<file path="src/verilog/fsc_pkg.sv">
// package: constants and types of the fail-safe mode controller
package fsc_pkg;
  localparam int CLK_PERIOD_NS = 10;
  localparam int RST_SHORT_US = 1000;
  localparam int RST_LONG_US = 20000;
  localparam int WD_INIT_US = 256000;
  localparam int WD_PERIOD_US = 64000;
  localparam int INT_LIMIT_US = 20000;
  localparam int RESTART_DLY_US = 1000;
  localparam int RST_SHORT_CYC = RST_SHORT_US * 1000 / CLK_PERIOD_NS;
  localparam int RST_LONG_CYC = RST_LONG_US * 1000 / CLK_PERIOD_NS;
  localparam int WD_INIT_CYC = WD_INIT_US * 1000 / CLK_PERIOD_NS;
  localparam int WD_PERIOD_CYC = WD_PERIOD_US * 1000 / CLK_PERIOD_NS;
  localparam int INT_LIMIT_CYC = INT_LIMIT_US * 1000 / CLK_PERIOD_NS;
  localparam int RESTART_DLY_CYC = RESTART_DLY_US * 1000 / CLK_PERIOD_NS;

  localparam logic [7:0] OFS_CTRL = 8'h00;
  localparam logic [7:0] OFS_WDOG = 8'h04;
  localparam logic [7:0] OFS_IRQ = 8'h08;
  localparam logic [7:0] OFS_STAT = 8'h0c;

  localparam int CB_RLS = 0;
  localparam int CB_FLASH = 1;
  localparam int CB_TRX = 2;
  localparam int CB_SRST = 3;
  localparam int CB_MODE = 4;
  localparam int SB_RSRC = 16;
  localparam int SB_OSC = 24;
  localparam logic [1:0] MODE_STANDBY = 2'h1;
  localparam logic [1:0] MODE_SLEEP = 2'h2;

  localparam logic [3:0] RS_NONE = 4'h0;
  localparam logic [3:0] RS_POWER_ON = 4'h1;
  localparam logic [3:0] RS_WD_INIT = 4'h2;
  localparam logic [3:0] RS_WD_FAIL = 4'h3;
  localparam logic [3:0] RS_INT_TMO = 4'h4;
  localparam logic [3:0] RS_WAKE = 4'h5;
  localparam logic [3:0] RS_SOFT = 4'h6;
  localparam logic [3:0] RS_FS_EXIT = 4'h7;

  typedef enum logic [9:0] {
    S_START_RST    = 10'h001,
    S_START_WAIT   = 10'h002,
    S_RESTART_RST  = 10'h004,
    S_RESTART_WAIT = 10'h008,
    S_NORMAL       = 10'h010,
    S_FLASH        = 10'h020,
    S_STANDBY      = 10'h040,
    S_SLEEP        = 10'h080,
    S_FAILSAFE     = 10'h100,
    S_FS_DELAY     = 10'h200
  } state_t;

  typedef struct packed {
    logic bus_wake;
    logic local_wake;
    logic osc_ok;
    logic severe_fault;
    logic supply_fail;
  } pins_t;

  typedef struct packed {
    logic trx;
    logic flash_sel;
    logic rls;
  } ctrl_t;

  localparam pins_t PINS_RST = 5'h04;
  localparam ctrl_t CTRL_RST = 3'h0;
endpackage
</file>
<file path="src/verilog/failsafe_mode_controller.sv">
// fail-safe mode controller: mode state machine with APB registers
`timescale 1ns/1ps
`default_nettype none
module failsafe_mode_controller #(
  parameter logic [31:0] RST_SHORT_CYC = 32'(fsc_pkg::RST_SHORT_CYC),
  parameter logic [31:0] RST_LONG_CYC = 32'(fsc_pkg::RST_LONG_CYC),
  parameter logic [31:0] WD_INIT_CYC = 32'(fsc_pkg::WD_INIT_CYC),
  parameter logic [31:0] WD_PERIOD_CYC = 32'(fsc_pkg::WD_PERIOD_CYC),
  parameter logic [31:0] INT_LIMIT_CYC = 32'(fsc_pkg::INT_LIMIT_CYC),
  parameter logic [31:0] RESTART_DLY_CYC =
    32'(fsc_pkg::RESTART_DLY_CYC)
) (
  input  wire logic          ref_clk,
  input  wire logic          rst_b,
  input  wire logic          psel,
  input  wire logic          penable,
  input  wire logic          pwrite,
  input  wire logic [7:0]    paddr,
  input  wire logic [31:0]   pwdata,
  output logic [31:0]        prdata,
  output logic               pready,
  output logic               pslverr,
  input  wire fsc_pkg::pins_t pin_in,
  output logic               host_reset_out_low,
  output logic               host_irq_low,
  output logic               enable_out,
  output logic               inhibit_fallback_output,
  output logic               transceiver_active,
  output logic               controller_supply_regulator
);

  function automatic logic hit(input logic [7:0] a, input logic [7:0] o);
    hit = (a == o);
  endfunction

  fsc_pkg::state_t state_reg;
  fsc_pkg::state_t state_next;
  fsc_pkg::pins_t  s1_reg;
  fsc_pkg::pins_t  s2_reg;
  fsc_pkg::pins_t  s3_reg;
  fsc_pkg::pins_t  pin_reg;
  fsc_pkg::pins_t  pin_next;
  fsc_pkg::ctrl_t  ctrl_reg;
  fsc_pkg::ctrl_t  ctrl_next;
  logic [31:0]     timer_reg;
  logic [31:0]     timer_next;
  logic [31:0]     int_reg;
  logic [31:0]     int_next;
  logic [3:0]      rsrc_reg;
  logic [3:0]      rsrc_next;
  logic            long_reg;
  logic            long_next;
  logic            irq_reg;
  logic            irq_next;
  logic            wake_prev_reg;
  logic [31:0]     rdata_mux;

  // pin filter: a change counts once stages two and three agree
  assign pin_next = (s2_reg & s3_reg) | (pin_reg & (s2_reg | s3_reg));

  always_ff @(posedge ref_clk or negedge rst_b)
  begin
    if (!rst_b)
    begin
      s1_reg <= fsc_pkg::PINS_RST;
      s2_reg <= fsc_pkg::PINS_RST;
      s3_reg <= fsc_pkg::PINS_RST;
      pin_reg <= fsc_pkg::PINS_RST;
    end
    else
    begin
      s1_reg <= pin_in;
      s2_reg <= s1_reg;
      s3_reg <= s2_reg;
      pin_reg <= pin_next;
    end
  end

  // APB decode
  wire setup = psel & ~penable;
  wire acc = psel & penable & pready;
  wire wr = acc & pwrite;
  wire rd = acc & ~pwrite;
  wire a_ctrl = hit(paddr, fsc_pkg::OFS_CTRL);
  wire a_wdog = hit(paddr, fsc_pkg::OFS_WDOG);
  wire a_irq = hit(paddr, fsc_pkg::OFS_IRQ);
  wire a_stat = hit(paddr, fsc_pkg::OFS_STAT);
  wire mapped = a_ctrl | a_wdog | a_irq | a_stat;
  wire ctrl_wr = wr & a_ctrl;
  wire wd_wr = wr & a_wdog;
  wire irq_rd = rd & a_irq;
  wire stat_rd = rd & a_stat;
  wire soft_rst = ctrl_wr & pwdata[fsc_pkg::CB_SRST];
  wire [1:0] mode_req = ctrl_wr ?
    pwdata[fsc_pkg::CB_MODE +: 2] : 2'h0;

  // state decode
  wire st_start_rst = state_reg == fsc_pkg::S_START_RST;
  wire st_start_wait = state_reg == fsc_pkg::S_START_WAIT;
  wire st_restart_rst = state_reg == fsc_pkg::S_RESTART_RST;
  wire st_restart_wait = state_reg == fsc_pkg::S_RESTART_WAIT;
  wire st_normal = state_reg == fsc_pkg::S_NORMAL;
  wire st_flash = state_reg == fsc_pkg::S_FLASH;
  wire st_low = state_reg == fsc_pkg::S_STANDBY ||
                state_reg == fsc_pkg::S_SLEEP;
  wire st_fs_delay = state_reg == fsc_pkg::S_FS_DELAY;
  wire st_run = st_normal | st_flash;

  // events
  wire fault_now = pin_reg.severe_fault | ~pin_reg.osc_ok;
  wire wake_now = pin_reg.bus_wake | pin_reg.local_wake;
  wire [31:0] stretch_len = (long_reg | ctrl_reg.rls) ?
    RST_LONG_CYC : RST_SHORT_CYC;
  wire [31:0] timer_lim =
    (st_start_rst | st_restart_rst) ? stretch_len :
    (st_start_wait | st_restart_wait) ? WD_INIT_CYC :
    st_fs_delay ? RESTART_DLY_CYC : WD_PERIOD_CYC;
  wire timer_done = timer_reg >= timer_lim - 32'h1;
  // window mode only in Normal; too early a service is a failure
  wire wd_early = st_normal & wd_wr &
    (timer_reg < (WD_PERIOD_CYC >> 1));
  wire wd_late = timer_done & ~wd_wr;
  wire wd_fail = st_run & (wd_early | wd_late);
  wire int_late = st_normal & irq_reg &
    (int_reg >= INT_LIMIT_CYC - 32'h1);
  wire sys_reset = wd_fail | int_late | (st_run & soft_rst) |
    (st_low & wake_now);
  wire wd_serve = st_run & wd_wr & ~wd_early;

  // reset source code for the transition being taken
  wire [3:0] rs_code =
    st_fs_delay ? fsc_pkg::RS_FS_EXIT :
    st_start_wait ? fsc_pkg::RS_WD_INIT :
    st_low ? fsc_pkg::RS_WAKE :
    int_late ? fsc_pkg::RS_INT_TMO :
    wd_fail ? fsc_pkg::RS_WD_FAIL : fsc_pkg::RS_SOFT;

  always_comb
  begin
    state_next = state_reg;
    case (state_reg)
      fsc_pkg::S_START_RST:
        if (timer_done)
          state_next = fsc_pkg::S_START_WAIT;
      fsc_pkg::S_START_WAIT:
        if (wd_wr)
          state_next = ctrl_reg.flash_sel ?
            fsc_pkg::S_FLASH : fsc_pkg::S_NORMAL;
        else if (timer_done)
          state_next = fsc_pkg::S_RESTART_RST;
      fsc_pkg::S_RESTART_RST:
        if (pin_reg.supply_fail)
          state_next = fsc_pkg::S_FAILSAFE;
        else if (timer_done)
          state_next = fsc_pkg::S_RESTART_WAIT;
      fsc_pkg::S_RESTART_WAIT:
        if (wd_wr)
          state_next = fsc_pkg::S_NORMAL;
        else if (timer_done | pin_reg.supply_fail)
          state_next = fsc_pkg::S_FAILSAFE;
      fsc_pkg::S_NORMAL, fsc_pkg::S_FLASH:
        if (sys_reset)
          state_next = fsc_pkg::S_START_RST;
        else if (st_normal && mode_req == fsc_pkg::MODE_STANDBY)
          state_next = fsc_pkg::S_STANDBY;
        else if (st_normal && mode_req == fsc_pkg::MODE_SLEEP)
          state_next = fsc_pkg::S_SLEEP;
      fsc_pkg::S_STANDBY, fsc_pkg::S_SLEEP:
        if (wake_now)
          state_next = fsc_pkg::S_START_RST;
      fsc_pkg::S_FAILSAFE:
        if (wake_now & pin_reg.osc_ok)
          state_next = fsc_pkg::S_FS_DELAY;
      fsc_pkg::S_FS_DELAY:
        if (timer_done)
          state_next = fsc_pkg::S_START_RST;
      default:
        state_next = fsc_pkg::S_START_RST;
    endcase
    if (fault_now)
      state_next = fsc_pkg::S_FAILSAFE;
  end

  wire changing = state_next != state_reg;
  wire to_rst = changing &&
    (state_next == fsc_pkg::S_START_RST ||
     state_next == fsc_pkg::S_RESTART_RST);

  // new cause wins over a read in the same cycle
  assign rsrc_next = to_rst ? rs_code :
    stat_rd ? fsc_pkg::RS_NONE : rsrc_reg;
  assign long_next = (state_next == fsc_pkg::S_RESTART_RST) |
    (st_fs_delay & changing) |
    (long_reg & state_next != fsc_pkg::S_NORMAL);
  assign timer_next = (changing | wd_serve) ? 32'h0 :
    timer_reg + 32'h1;
  assign int_next = (st_normal & irq_reg) ? int_reg + 32'h1 : 32'h0;
  // interrupt set wins over the clearing read
  assign irq_next = (st_normal & wake_now & ~wake_prev_reg) |
    (irq_reg & ~irq_rd & st_normal);

  // transceiver bit forgotten outside Normal, so entry never enables it
  assign ctrl_next.rls = ctrl_wr ? pwdata[fsc_pkg::CB_RLS] :
    ctrl_reg.rls;
  assign ctrl_next.flash_sel = ctrl_wr ? pwdata[fsc_pkg::CB_FLASH] :
    ctrl_reg.flash_sel;
  assign ctrl_next.trx = (state_next == fsc_pkg::S_NORMAL) &
    (ctrl_wr ? pwdata[fsc_pkg::CB_TRX] : ctrl_reg.trx);

  wire nx_rst_low = state_next == fsc_pkg::S_START_RST ||
    state_next == fsc_pkg::S_RESTART_RST ||
    state_next == fsc_pkg::S_SLEEP ||
    state_next == fsc_pkg::S_FAILSAFE ||
    state_next == fsc_pkg::S_FS_DELAY;
  wire nx_power_off = state_next == fsc_pkg::S_SLEEP ||
    state_next == fsc_pkg::S_FAILSAFE ||
    state_next == fsc_pkg::S_FS_DELAY;

  assign rdata_mux =
    a_ctrl ? {29'h0, ctrl_reg} :
    a_irq ? {31'h0, irq_reg} :
    a_stat ? ({22'h0, state_reg} |
      (32'(rsrc_reg) << fsc_pkg::SB_RSRC) |
      (32'(pin_reg.osc_ok) << fsc_pkg::SB_OSC)) : 32'h0;

  always_ff @(posedge ref_clk or negedge rst_b)
  begin
    if (!rst_b)
    begin
      state_reg <= fsc_pkg::S_START_RST;
      ctrl_reg <= fsc_pkg::CTRL_RST;
      timer_reg <= 32'h0;
      int_reg <= 32'h0;
      rsrc_reg <= fsc_pkg::RS_POWER_ON;
      long_reg <= 1'b0;
      irq_reg <= 1'b0;
      wake_prev_reg <= 1'b0;
    end
    else
    begin
      state_reg <= state_next;
      ctrl_reg <= ctrl_next;
      timer_reg <= timer_next;
      int_reg <= int_next;
      rsrc_reg <= rsrc_next;
      long_reg <= long_next;
      irq_reg <= irq_next;
      wake_prev_reg <= wake_now;
    end
  end

  // mode outputs registered from next state so they track state_reg from the first clock edge after reset
  always_ff @(posedge ref_clk or negedge rst_b)
  begin
    if (!rst_b)
    begin
      host_reset_out_low <= 1'b0;
      host_irq_low <= 1'b1;
      enable_out <= 1'b0;
      inhibit_fallback_output <= 1'b0;
      transceiver_active <= 1'b0;
      controller_supply_regulator <= 1'b1;
      pready <= 1'b0;
      pslverr <= 1'b0;
      prdata <= 32'h0;
    end
    else
    begin
      host_reset_out_low <= ~nx_rst_low;
      host_irq_low <= ~irq_next;
      enable_out <= state_next == fsc_pkg::S_NORMAL;
      inhibit_fallback_output <= ~nx_power_off;
      transceiver_active <= ctrl_next.trx;
      controller_supply_regulator <= ~nx_power_off;
      pready <= setup;
      pslverr <= setup & ~mapped;
      prdata <= (setup & ~pwrite) ? rdata_mux : 32'h0;
    end
  end
endmodule
`default_nettype wire

</file>
<file path="config.mk">
export PLATFORM = sky130hd
export DESIGN_NAME = failsafe_mode_controller
export DESIGN_NICKNAME = d
export VERILOG_FILES = /design/src/verilog/fsc_pkg.sv /design/src/verilog/failsafe_mode_controller.sv
export SDC_FILE = /design/constraint.sdc
export NUM_CORES = 1
export LEC_CHECK = 0
export ABC_AREA = 1
export BUFFER_PORTS_ARGS = -buffer_cell sky130_fd_sc_hd__clkbuf_2
export CORE_MARGIN = 5
export CORE_UTILIZATION = 64
export CTS_CLUSTER_SIZE = 30
export DETAILED_ROUTE_END_ITERATION = 7
export MAX_ROUTING_LAYER = met4
export PLACE_DENSITY_LB_ADDON = 0.1
export SLEW_MARGIN = 20
export SYNTH_ARGS = -nofsm -noshare
export SYNTH_HDL_FRONTEND = slang
export SYNTH_SLANG_ARGS = --single-unit
</file>
<file path="constraint.sdc">
create_clock -name ref_clk -period 7.5 [get_ports ref_clk]
set_input_delay 1.125 -clock ref_clk [delete_from_list [all_inputs] [get_ports ref_clk]]
set_output_delay 1.125 -clock ref_clk [all_outputs]
set_load 0.01 [all_outputs]
</file>
## After elaboration in Yosys (flattened, before gate mapping)

Index checks and enable logic that the tools add are counted.

| storage, ports and cells | value |
|---|---|
| logic and storage cells | 181 |
| bits in registers | 136 |
| output and inout bits | 40 |
| input bits | 50 |

| operators by class | value |
|---|---|
| reductions and logical operators | 14 |
| magnitude comparators | 3 |
| equality and inequality tests | 23 |
| muxes and demuxes | 35 |
| bitwise logic cells | 65 |
| add/sub/neg operators | 3 |

Operators with widths:

| operator | count |
|---|---|
| $mux W25 | 6 |
| $mux W10 | 14 |
| $pmux W10 S8 | 1 |
| $add A32 B1 Y32 const B | 2 |
| $mux W32 | 2 |
| $ge A32 B21 Y1 const B | 1 |
| $ge A32 B32 Y1 | 1 |
| $lt A32 B22 Y1 const B | 1 |
| $and A1 B1 Y1 | 30 |
| $sub A25 B1 Y26 const B | 1 |
| $or A20 B25 Y25 | 1 |
| $mux W23 | 1 |
| $mux W21 | 1 |
| $eq A10 B1 Y1 const B | 2 |
| $eq A10 B10 Y1 const B | 2 |
| $eq A10 B3 Y1 const B | 2 |
| $eq A10 B5 Y1 const B | 2 |
| $eq A10 B8 Y1 const B | 2 |
| $eq A10 B9 Y1 const B | 2 |
| $or A10 B20 Y20 | 1 |
| $or A1 B1 Y1 | 18 |
| $eq A8 B4 Y1 const B | 2 |
| $mux W3 | 5 |
| $not A1 Y1 | 11 |
| other kinds (20) | 32 |

## Depth between registers and ports, before layout

Gate-level depths: netlist (run 1).

| depth | value |
|---|---|
| depth after elaboration | 21 |
| gate-level depth with buffers | 35 |
| depth with buffers taken out | 34 |

## Worst setup path before layout (run 1)

Ideal clock, no wire load.

| timing path | value |
|---|---|
| kind | register -> register |
| from | reg state_reg[0] |
| to | reg timer_reg[11] |
| cell stages (with the launch flop) | 33 |
| clock period less this slack | 3665 ps |
| required time | 7432 ps |
| buffers on the path | 1 |
| setup time | 68 ps |
| path slack | 3835 ps |
| data arrival time | 3596 ps |
| cells stage by stage | dfstp_2 > inv_2 > nand2_1 > nor3_1 > nand3_2 > nand2_1 > o21ai_0 > inv_1 > nor2_1 > inv_1 > nor2_1 > ha_1 > nand2_1 > nor2_1 > nor2_1 > nand2_1 > nand2_1 > nand3_1 > nand2_1 > nand2_4 > nand2_1 > nand2_2 > nand2_1 > nand3_1 > or2_1 > nand2_1 > nand2_1 > nand2_1 > nand4_2 > nor2_4 > nand3_4 > buf_6 > nor2_4 |

| on the way | value |
|---|---|
| cells in the longest elaborated chain, start to end | 18 |
| elaborated cells on any way between the ends | 57 |
| classes of those cells | 1 x add/sub; 1 x order compare; 11 x eq/ne; 19 x mux; 20 x bitwise; 5 x reduce/logical |

RTL lines:

| item | line | source |
|---|---|---|
| start: declaration | failsafe_mode_controller.sv:36 | `fsc_pkg::state_t state_reg;` |
| start signal: assignment | failsafe_mode_controller.sv:230 | `state_reg <= fsc_pkg::S_START_RST;` |
| start signal: assignment | failsafe_mode_controller.sv:241 | `state_reg <= state_next;` |
| $eq A10 B2 Y1, or another cell as far along | failsafe_mode_controller.sv:99, failsafe_mode_controller.sv:141 |  |
| $or A1 B1 Y1 / $mux W23 (equally long branches) | failsafe_mode_controller.sv:116, failsafe_mode_controller.sv:117 |  |
| $mux W25 | failsafe_mode_controller.sv:116 | `(st_start_wait \| st_restart_wait) ? WD_INIT_CYC :` |
| $mux W25 | failsafe_mode_controller.sv:115 | `(st_start_rst \| st_restart_rst) ? stretch_len :` |
| $sub A25 B1 Y26 | failsafe_mode_controller.sv:118 | `wire timer_done = timer_reg >= timer_lim - 32'h1;` |
| $ge A32 B32 Y1 | failsafe_mode_controller.sv:118 |  |
| $and A1 B1 Y1 | failsafe_mode_controller.sv:122 | `wire wd_late = timer_done & ~wd_wr;` |
| $or A1 B1 Y1 | failsafe_mode_controller.sv:123 | `wire wd_fail = st_run & (wd_early \| wd_late);` |
| $and A1 B1 Y1 | failsafe_mode_controller.sv:123 |  |
| $or A1 B1 Y1 (3 in series) | failsafe_mode_controller.sv:126 | `wire sys_reset = wd_fail \| int_late \| (st_run & soft_rst) \|` |
| $mux W10 | failsafe_mode_controller.sv:162 | `if (sys_reset)` |
| $pmux W10 S8 | failsafe_mode_controller.sv:141 | `case (state_reg)` |
| $mux W10 | failsafe_mode_controller.sv:180 | `if (fault_now)` |
| $ne A10 B10 Y1 | failsafe_mode_controller.sv:184 | `wire changing = state_next != state_reg;` |
| $or A1 B1 Y1 (*) | failsafe_mode_controller.sv:195 | `assign timer_next = (changing \| wd_serve) ? 32'h0 :` |
| $mux W32 (*) | failsafe_mode_controller.sv:195 |  |
| via timer_next[11] | failsafe_mode_controller.sv:46 | `logic [31:0] timer_next;` |
| end signal: assignment | failsafe_mode_controller.sv:243 | `timer_reg <= timer_next;` |
| end: declaration | failsafe_mode_controller.sv:45 | `logic [31:0] timer_reg;` |

Mark *: on every way through the listed nets, which the timed path passes. The rest lies on a longest branch.
A chain may end at the register's enable or synchronous reset.

## Worst setup path in the final report (run 1)

| timing path | value |
|---|---|
| from | reg state_reg[1] |
| to | reg timer_reg[24] |

The elaborated chain is that of the path after synthesis.

==> results of run 1 <==
[final timing paths]
check                             start       endpoint  slack [ns]
max                        state_reg[1]  timer_reg[24]        2.39
min reg2reg                   s1_reg[1]      s2_reg[1]        0.35
min in group asynchronous         rst_b    int_reg[12]        0.73
max reg2reg                state_reg[1]  timer_reg[24]        2.39
max in group asynchronous         rst_b      prdata[9]        5.40
min                           s1_reg[1]      s2_reg[1]        0.35
[cell families (layout without fill, tap and decap cells)]
| kind of cell | Yosys count | after routing | share of synthesized area |
|---|---|---|---|
| simple gates | 513 | 513 | 0.335 |
| fa+ha+maj | 28 | 28 | 0.0456 |
| compound gates | 92 | 92 | 0.0698 |
| other cells | 2 | 21 | 0.00101 |
| buf+inv | 159 | 208 | 0.0965 |
| xor+xnor | 27 | 27 | 0.0319 |
| flops | 124 | 124 | 0.421 |
[final cells by class]
type	instances	area (um^2)	area share
Clock buffer	18	439	0.0530
Inverter	129	492	0.0594
Sequential cell	124	3110	0.376
Multi-Input combinational cell	681	3650	0.440
Clock inverter	14	170	0.0205
Timing Repair Buffer	47	243	0.0293
Tap cell	143	179	0.0216
[placed cells by master, fill, tap and decap left out, types with 4 or more instances in the layout]
cell type | Yosys | routed
a21oi_1 | 36 | 36
nor4_1 | 7 | 7
nand4_1 | 28 | 28
clkinvlp_4 | 0 | 7
inv_2 | 5 | 5
nor3_1 | 36 | 36
nor2_4 | 12 | 12
ha_1 | 23 | 23
dfrtp_1 | 116 | 116
a211oi_1 | 5 | 5
nand2_1 | 193 | 193
clkbuf_2 | 0 | 44
inv_1 | 122 | 122
nand3_1 | 61 | 61
a31oi_1 | 5 | 5
conb_1 | 2 | 21
xnor2_1 | 11 | 11
clkbuf_16 | 0 | 17
dfstp_2 | 8 | 8
nand3_2 | 4 | 4
maj3_1 | 5 | 5
o21ai_0 | 32 | 32
nor2_1 | 126 | 126
xor2_1 | 16 | 16
nor2_2 | 20 | 20
[routing by layer]
layer / global-route usage / vias up / share of wire
met5: - / - / 0
met4: 0.108 / 0 / 0.031
met3: 0.0514 / 36 / 0.063
met2: 0.377 / 209 / 0.45
met1: 0.326 / 2854 / 0.45
li1: - / 3151 / -
[worst reg2reg max path: cells and delay by family, from the launching register on]
kind                       cells  cell delay [ns]
buffers and inverters          4             0.48
adders and majority gates      1             0.27
and+or+nand+nor               23             3.32
DFF                            1             0.57
AOI/OAI and AO/OA              2             0.36
[per-stage QoR]
stage / total power [W] / worst slack, ns
floorplan: 0.000860 / 3.84
global placement: 0.000887 / 2.60
detailed placement: 0.000890 / 2.50
CTS: 0.00173 / 2.40
global route: 0.00178 / 1.86
finish: 0.00171 / 2.39
[power breakdown]
group	internal (W)	total, W	switching, W
logic	0.0000472	0.000160	0.000113
clock network	0.000530	0.000833	0.000303
registers	0.000701	0.000720	0.0000193
==> run_results.csv, run 1 <==
group,metric,value,unit
status,run_status,"finished, final reports clean",
hold_path,hp-class,"reg2reg",
yosys,synth-edff-count,0,
worst_setup_path,crit_fanout,32,
worst_setup_path,cpPeakStageDelay,0.57,ns
placement,io_buffers,45,
cells_and_area,nNetsFinal,1073,
power_and_ir_drop,power-per-cell-area,207,nW/um^2
sta,rsz0062_at_grt,"false",
cells_and_area,fin_util,0.728,
detailed_routing,num_vias,6250,
worst_setup_path,crit_top_cell,"nand2_1",
yosys,netlist_top_cells_area,"dfrtp_1, nand2_1, nor2_1",
detailed_routing,firstDrtPassIters,6,
global_route,first_global_vias,5925,
global_route,grt.overflow.total,0,
clock_tree,clock_sinks,124,
yosys,yosysMostFrequentCell,"nand2_1",
clock_tree,cts_resized,0,
sta,worst_pin_slew,0.932,ns
sta,slew_violations,0,
sta,hold_ws,0.352,ns
yosys,synthesis.area,7400,um^2
cells_and_area,final_area,8280,um^2
floorplan,start_util,0.651,
yosys,synth_top_area_frac,0.392,
cells_and_area,antenna-diode-count,0,
cells_and_area,instances_no_fill,1156,
yosys,synth_top_cell_by_area,"dfrtp_1",
worst_setup_path,critPathLaunchType,"flop",
global_route,antenna_found_initial,0,
global_route,grtUsageTotal,0.249,
sta,tns,0,ns
detailed_routing,drtAntennaViolNets,0,
sta,finalHoldViolCount,0,
power_and_ir_drop,peakVddDrop,0.188,mV
sta,fmax,196,MHz
sta,fin_skew,0.0101,ns
detailed_routing,drt_iter0_markers,526,
run,maxCapViolations,0,
global_route,grt_pass1_wl,27.7,mm
detailed_routing,viasPerCell,5.41,
placement,dpl_cell_area,7670,um^2
clock_tree,cts_tree,"yes",
worst_setup_path,worstSetupPathDepth,30,
yosys,ys_async_sr_fraction,1.00,
yosys,syn_inst,945,
detailed_routing,drc,0,
cells_and_area,syn2layout_area_growth,11.9,%
hold_path,hold_path_depth,0,
floorplan,io_pins,90,
floorplan,dieHeight,118,um
cells_and_area,drive_gt1_frac,0.148,
yosys,seq_area_frac_synth,0.421,
worst_setup_path,crit_buf_inv,4,
worst_setup_path,r2r_cells,30,
sta,slew-limit-headroom,0.379,
power_and_ir_drop,leakage,3.96,nW
clock_tree,cts_buffer_depth,2,
floorplan,die_w,118,um
detailed_routing,drt_wl_total,16.2,mm
global_route,grt_start_max_net_pins,77,
sta,period_share,0.681,
floorplan,core_area,11400,um^2
yosys,synth_ff_type,"dfrtp_1",
clock_tree,root_buffer,"clkbuf_16",
worst_setup_path,critical_path_class,"reg2reg",
worst_setup_path,crit_family,"simple AND/OR/NAND/NOR gates",
detailed_routing,avgRoutedWirePerCell,14.0,um
cells_and_area,fill_cells,906,
clock_tree,clock_latency,0.42,ns
sta,setup_violations,0,
placement,dp.final_hpwl,11.7,mm
worst_setup_path,worstPathArrival,5.42,ns
clock_tree,cts.clk_slew.worst_paths,0.05,ns
clock_tree,hold_buffers,0,
placement,place_inst,1124,
floorplan,die_area,13800,um^2
yosys,syn_area_per_cell,7.83,um^2
clock_tree,post-cts-setup-buffer-count,0,
yosys,synth_seq_cells,124,
clock_tree,cts-htree-levels,4,
yosys,synth_warnings,0,
placement,gp_congestion,0.972,
worst_setup_path,crit_required,7.81,ns
yosys,ys_top_cells_by_count,"nand2_1, nor2_1, inv_1",
clock_tree,cts_made_buffers,17,
floorplan,num_rows,39,
worst_setup_path,crit_path_end_kind,"flop",
yosys,synth_cell_types,54,
sta,period_needed,5.11,ns
worst_setup_path,slowest_stage,"dfrtp_1",
No activity file was read; power rests on OpenSTA's default activity.
==> run 2: changes to the inputs <==
Settings changed: CORE_UTILIZATION 64 to 59.
Clock period 7.5 ns to 4.8 ns, I/O delays scaled along.
==> run 2 against run 1 <==
Hold slack worse by 0.029 ns. Clock power is 66% higher. Fmax grew 17%. Non-clock buffer count increased by 13. Critical path type unchanged. Design area up 2.3%. Combinational power increased by 68%.
==> run_results.csv, run 2 (synthesis gave the netlist of run 1 again) <==
group,metric,value,unit
placement,dpl_cell_area,7790,um^2
worst_setup_path,crit_path_end_kind,"flop",
detailed_routing,drc,0,
worst_setup_path,slowest_stage,"dfrtp_1",
power_and_ir_drop,power-per-cell-area,327,nW/um^2
worst_setup_path,crit_top_cell,"nand2_1",
sta,tns,0,ns
detailed_routing,viasPerCell,5.29,
cells_and_area,nNetsFinal,1086,
worst_setup_path,worstPathArrival,4.72,ns
worst_setup_path,critPathLaunchType,"flop",
power_and_ir_drop,power.total,0.00277,W
clock_tree,clock_sinks,124,
clock_tree,cts.clk_slew.worst_paths,0.06,ns
sta,worst_pin_slew,0.921,ns
detailed_routing,drt_iter0_markers,477,
cells_and_area,final_common_cell,"nand2_1",
power_and_ir_drop,leakage,4.06,nW
cells_and_area,multiInputGateArea,3650,um^2
power_and_ir_drop,peakVddDrop,0.284,mV
floorplan,die_area,14900,um^2
detailed_routing,firstDrtPassIters,5,
worst_setup_path,r2r_cells,29,
worst_setup_path,crit_fanout,32,
worst_setup_path,critical_path_class,"reg2reg",
sta,slew_violations,0,
cells_and_area,fill_cells,1090,
sta,period_needed,4.38,ns
floorplan,io_pins,90,
cells_and_area,regArea,3120,um^2
sta,fin_skew,0.0107,ns
clock_tree,clock_latency,0.42,ns
floorplan,core_area,12500,um^2
global_route,grt_start_max_net_pins,50,
hold_path,hp-class,"in2async",
cells_and_area,drive_gt1_frac,0.165,
detailed_routing,num_vias,6332,
global_route,grt_pass1_wl,28.4,mm
run,maxCapViolations,0,
clock_tree,cts_made_buffers,17,
detailed_routing,avgRoutedWirePerCell,14.1,um
floorplan,dieHeight,122,um
worst_setup_path,timing.rr.end,"timer_reg[29]",
floorplan,die_w,122,um
status,run_status,"finished, final reports clean",
clock_tree,root_buffer,"clkbuf_16",
placement,dp.final_hpwl,12.3,mm
clock_tree,cts_tree,"yes",
floorplan,start_util,0.594,
sta,finalHoldViolCount,0,
worst_setup_path,r2r_slack,0.42,ns
sta,setup_violations,0,
clock_tree,hold_buffers,0,
cells_and_area,syn2layout_area_growth,14.5,%
placement,io_buffers,45,
clock_tree,cts_buffer_depth,2,
worst_setup_path,timing.rr.start,"state_reg[6]",
global_route,antenna_found_initial,0,
sta,fmax,228,MHz
cells_and_area,antenna-diode-count,0,
placement,gp_congestion,0.959,
cells_and_area,final_area,8470,um^2
clock_tree,cts-htree-levels,4,
sta,slew-limit-headroom,0.384,
sta,period_share,0.912,
global_route,grt.overflow.total,0,
floorplan,num_rows,41,
global_route,first_global_vias,5990,
worst_setup_path,cpPeakStageDelay,0.47,ns
worst_setup_path,crit_required,5.15,ns
detailed_routing,drt_wl_total,16.9,mm
global_route,grtUsageTotal,0.250,
detailed_routing,drtAntennaViolNets,0,
cells_and_area,final_cell_mix,"nand2_1, nor2_1, inv_1, dfrtp_1, nand3_1",
[run 2: cell count changes in the layout (fill, tap and decap cells not counted), sizes merged]
cell / previous run / this run
buf: 3 / 16
bufinv: 3 / 4
clkbuf: 62 / 63
clkinv: 4 / 8
clkinvlp: 7 / 1
[run 2: cell type report]
class	count	area share
multi-input cells	681	0.431
flip-flops and latches	124	0.368
inverters	129	0.0580
clock buffers	19	0.0535
repair buffers	60	0.0416
well taps	172	0.0254
clock inverters	13	0.0224
[run 2: critical path, delay by kind of cell (launching register included)]
family,cells,cell delay (ns)
buffers and inverters,3,0.37
adder cells (fa/ha/maj),2,0.53
XOR/XNOR,1,0.13
flip-flops,1,0.47
AND/OR/NAND/NOR,22,2.67
AO/OA/AOI/OAI,1,0.10
[run 2: per-stage QoR]
stage / instances / utilization / setup slack [ns] / hold WS (ns)
final: 1198 / 0.680 / 0.421 / 0.323
after global routing: 1198 / 0.680 / -0.000730 / 0.361
after CTS: 1194 / 0.676 / 0.315 / 0.336
after detailed placement: 1162 / 0.625 / 0.349 / 0.337
after global placement: 1162 / 0.625 / 0.370 / 0.348
after floorplan: 964 / - / 1.14 / 0.331
[run 2: report_power, final]
part           leakage, nW  total, W  internal (W)  switching, W
clock                0.313   0.00138      0.000899      0.000478
sequential            1.63   0.00112       0.00109     0.0000291
combinational         2.11  0.000269     0.0000863      0.000183
[run 2: how the worst max path moves through the flow]
| stage | from | end | slack, ns | cells past startpoint |
|---|---|---|---|---|
| 4_1_cts | state_reg[2] | timer_reg[29] | 0.31 | 29 |
| 6_report | state_reg[6] | timer_reg[29] | 0.42 | 29 |
| 2_1_floorplan | state_reg[0] | timer_reg[11] | 1.14 | 32 |
| 3_5_place_dp | state_reg[2] | timer_reg[29] | 0.35 | 29 |
| 5_1_grt | state_reg[6] | timer_reg[30] | -0.0007 | 29 |
| 3_3_place_gp | state_reg[2] | timer_reg[31] | 0.37 | 29 |
[run 2: what timing repair did]
item,CTS,global route
setup buffers,0,4
endpoints found under the setup margin,0,36
resized for setup,0,7
[run 2: layer usage]
layer	part of all wire	GRT usage	vias to the layer above
met5	0	-	-
met4	0.026	0.0966	0
met3	0.062	0.0557	47
met2	0.46	0.382	208
met1	0.45	0.327	2919
li1	-	-	3158
==> run 3: changes to the inputs <==
Settings changed: PLACE_DENSITY set to 0.92, PLACE_DENSITY_LB_ADDON 0.1 to not set.
==> run 3 against run 2 <==
Critical path depth rose by 3. Sequential share of layout area fell by 0.38 points. Hold slack improved by 0.023 ns.
==> run_results.csv, run 3 (synthesis gave the netlist of run 1 again) <==
group,metric,value,unit
sta,slew-limit-headroom,0.480,
global_route,antenna_found_initial,0,
worst_setup_path,critical_path_class,"reg2reg",
sta,fmax,227,MHz
floorplan,start_util,0.594,
floorplan,die_w,122,um
clock_tree,root_buffer,"clkbuf_16",
global_route,first_global_vias,6325,
worst_setup_path,crit_path_end_kind,"flop",
worst_setup_path,worstPathArrival,4.76,ns
clock_tree,cts_buffer_depth,2,
power_and_ir_drop,peakVddDrop,0.209,mV
detailed_routing,drtAntennaViolNets,0,
status,run_status,"finished, final reports clean",
floorplan,core_area,12500,um^2
run,maxCapViolations,0,
sta,setup_violations,0,
clock_tree,hold_buffers,0,
sta,worst_pin_slew,0.780,ns
placement,io_buffers,45,
worst_setup_path,cpPeakStageDelay,0.53,ns
worst_setup_path,crit_fanout,17,
clock_tree,clock_sinks,124,
floorplan,die_area,14900,um^2
cells_and_area,nNetsFinal,1097,
detailed_routing,firstDrtPassIters,5,
power_and_ir_drop,power-per-cell-area,323,nW/um^2
floorplan,io_pins,90,
floorplan,dieHeight,122,um
clock_tree,cts_tree,"yes",
cells_and_area,antenna-diode-count,0,
sta,period_share,0.919,
sta,hold_ws,0.346,ns
power_and_ir_drop,leakage,4.10,nW
sta,fin_skew,0.00914,ns
cells_and_area,drive_gt1_frac,0.168,
cells_and_area,final_common_cell,"nand2_1",
worst_setup_path,crit_top_cell,"nand2_1",
detailed_routing,viasPerCell,5.44,
sta,finalHoldViolCount,0,
detailed_routing,drt_wl_total,17.2,mm
cells_and_area,regArea,3110,um^2
worst_setup_path,critPathLaunchType,"flop",
cells_and_area,syn2layout_area_growth,15.5,%
placement,dp.final_hpwl,12.7,mm
power_and_ir_drop,power.total,0.00276,W
hold_path,hp-class,"reg2reg",
global_route,grt_pass1_wl,29.3,mm
floorplan,num_rows,41,
placement,dpl_cell_area,7900,um^2
global_route,grt_start_max_net_pins,65,
worst_setup_path,slowest_stage,"dfstp_2",
sta,rsz0062_at_grt,"false",
placement,gp_congestion,0.957,
cells_and_area,fill_cells,975,
clock_tree,cts.clk_slew.worst_paths,0.06,ns
global_route,grt.overflow.total,0,
cells_and_area,final_cell_mix,"nand2_1, nor2_1, inv_1, dfrtp_1, nand3_1",
detailed_routing,drc,0,
sta,slew_violations,0,
cells_and_area,multiInputGateArea,3660,um^2
clock_tree,cts-htree-levels,4,
cells_and_area,final_area,8550,um^2
detailed_routing,avgRoutedWirePerCell,14.3,um
clock_tree,clock_latency,0.42,ns
sta,tns,0,ns
detailed_routing,drt_iter0_markers,521,
detailed_routing,num_vias,6579,
global_route,grtUsageTotal,0.256,
sta,period_needed,4.41,ns
worst_setup_path,crit_required,5.15,ns
clock_tree,cts_made_buffers,17,
-- run 3: cell count changes in the layout (fill, tap and decap cells not counted), sizes merged --
| cell | previous run | this run |
|---|---|---|
| clkinv | 8 | 5 |
| inv | 129 | 128 |
| clkbuf | 63 | 64 |
| clkinvlp | 1 | 4 |
| buf | 16 | 27 |
-- run 3: path summary, 6_finish.rpt --
kind / to / slack [ns] / cells past startpoint / start
max in group asynchronous: rsrc_reg[0] / 3.46 / 2 / rst_b
max: timer_reg[7] / 0.39 / 32 / state_reg[0]
max reg2reg: timer_reg[7] / 0.39 / 32 / state_reg[0]
min: s2_reg[4] / 0.35 / 0 / s1_reg[4]
min in group asynchronous: timer_reg[7] / 0.39 / 1 / rst_b
min reg2reg: s2_reg[4] / 0.35 / 0 / s1_reg[4]
-- run 3: area by class of cell --
type / count / area share
Clock buffer: 20 / 0.0534
Clock inverter: 12 / 0.0199
Inverter: 129 / 0.0575
Multi-Input combinational cell: 681 / 0.428
Sequential cell: 124 / 0.364
Tap cell: 172 / 0.0252
Timing Repair Buffer: 71 / 0.0524
-- run 3: where the power goes --
| group | internal (W) | switching (W) | total, W |
|---|---|---|---|
| Sequential | 0.00110 | 0.0000269 | 0.00112 |
| Clock | 0.000890 | 0.000453 | 0.00134 |
| Combinational | 0.000105 | 0.000189 | 0.000294 |
-- run 3: metrics by stage --
stage,setup slack [ns],utilization,std cells
floorplan,1.14,-,964
global placement,0.306,0.634,1175
detailed placement,0.271,0.634,1175
CTS,0.201,0.684,1207
global route,0.0215,0.686,1209
finish,0.389,0.686,1209
-- run 3: worst max-delay path, delay by kind of cell, from the launching register on --
kind                     cells  cell delay, ns
AO/OA/AOI/OAI                2            0.37
adder cells (fa/ha/maj)      1            0.26
buffers and inverters        6            0.73
flip-flops                   1            0.53
AND/OR/NAND/NOR             23            2.43
-- run 3: layer usage --
| layer | share of wire | vias to the layer above | global-route usage |
|---|---|---|---|
| li1 | - | 3189 | - |
| met1 | 0.42 | 3120 | 0.327 |
| met2 | 0.47 | 237 | 0.401 |
| met3 | 0.079 | 33 | 0.0552 |
| met4 | 0.024 | 0 | 0.103 |
| met5 | 0 | - | - |
-- run 3: repair_timing --
item | in CTS | in global routing
hold endpoints to repair | 0 | 0
setup buffers | 0 | 2
endpoints found under the setup margin | 0 | 23
gates resized for setup | 0 | 3
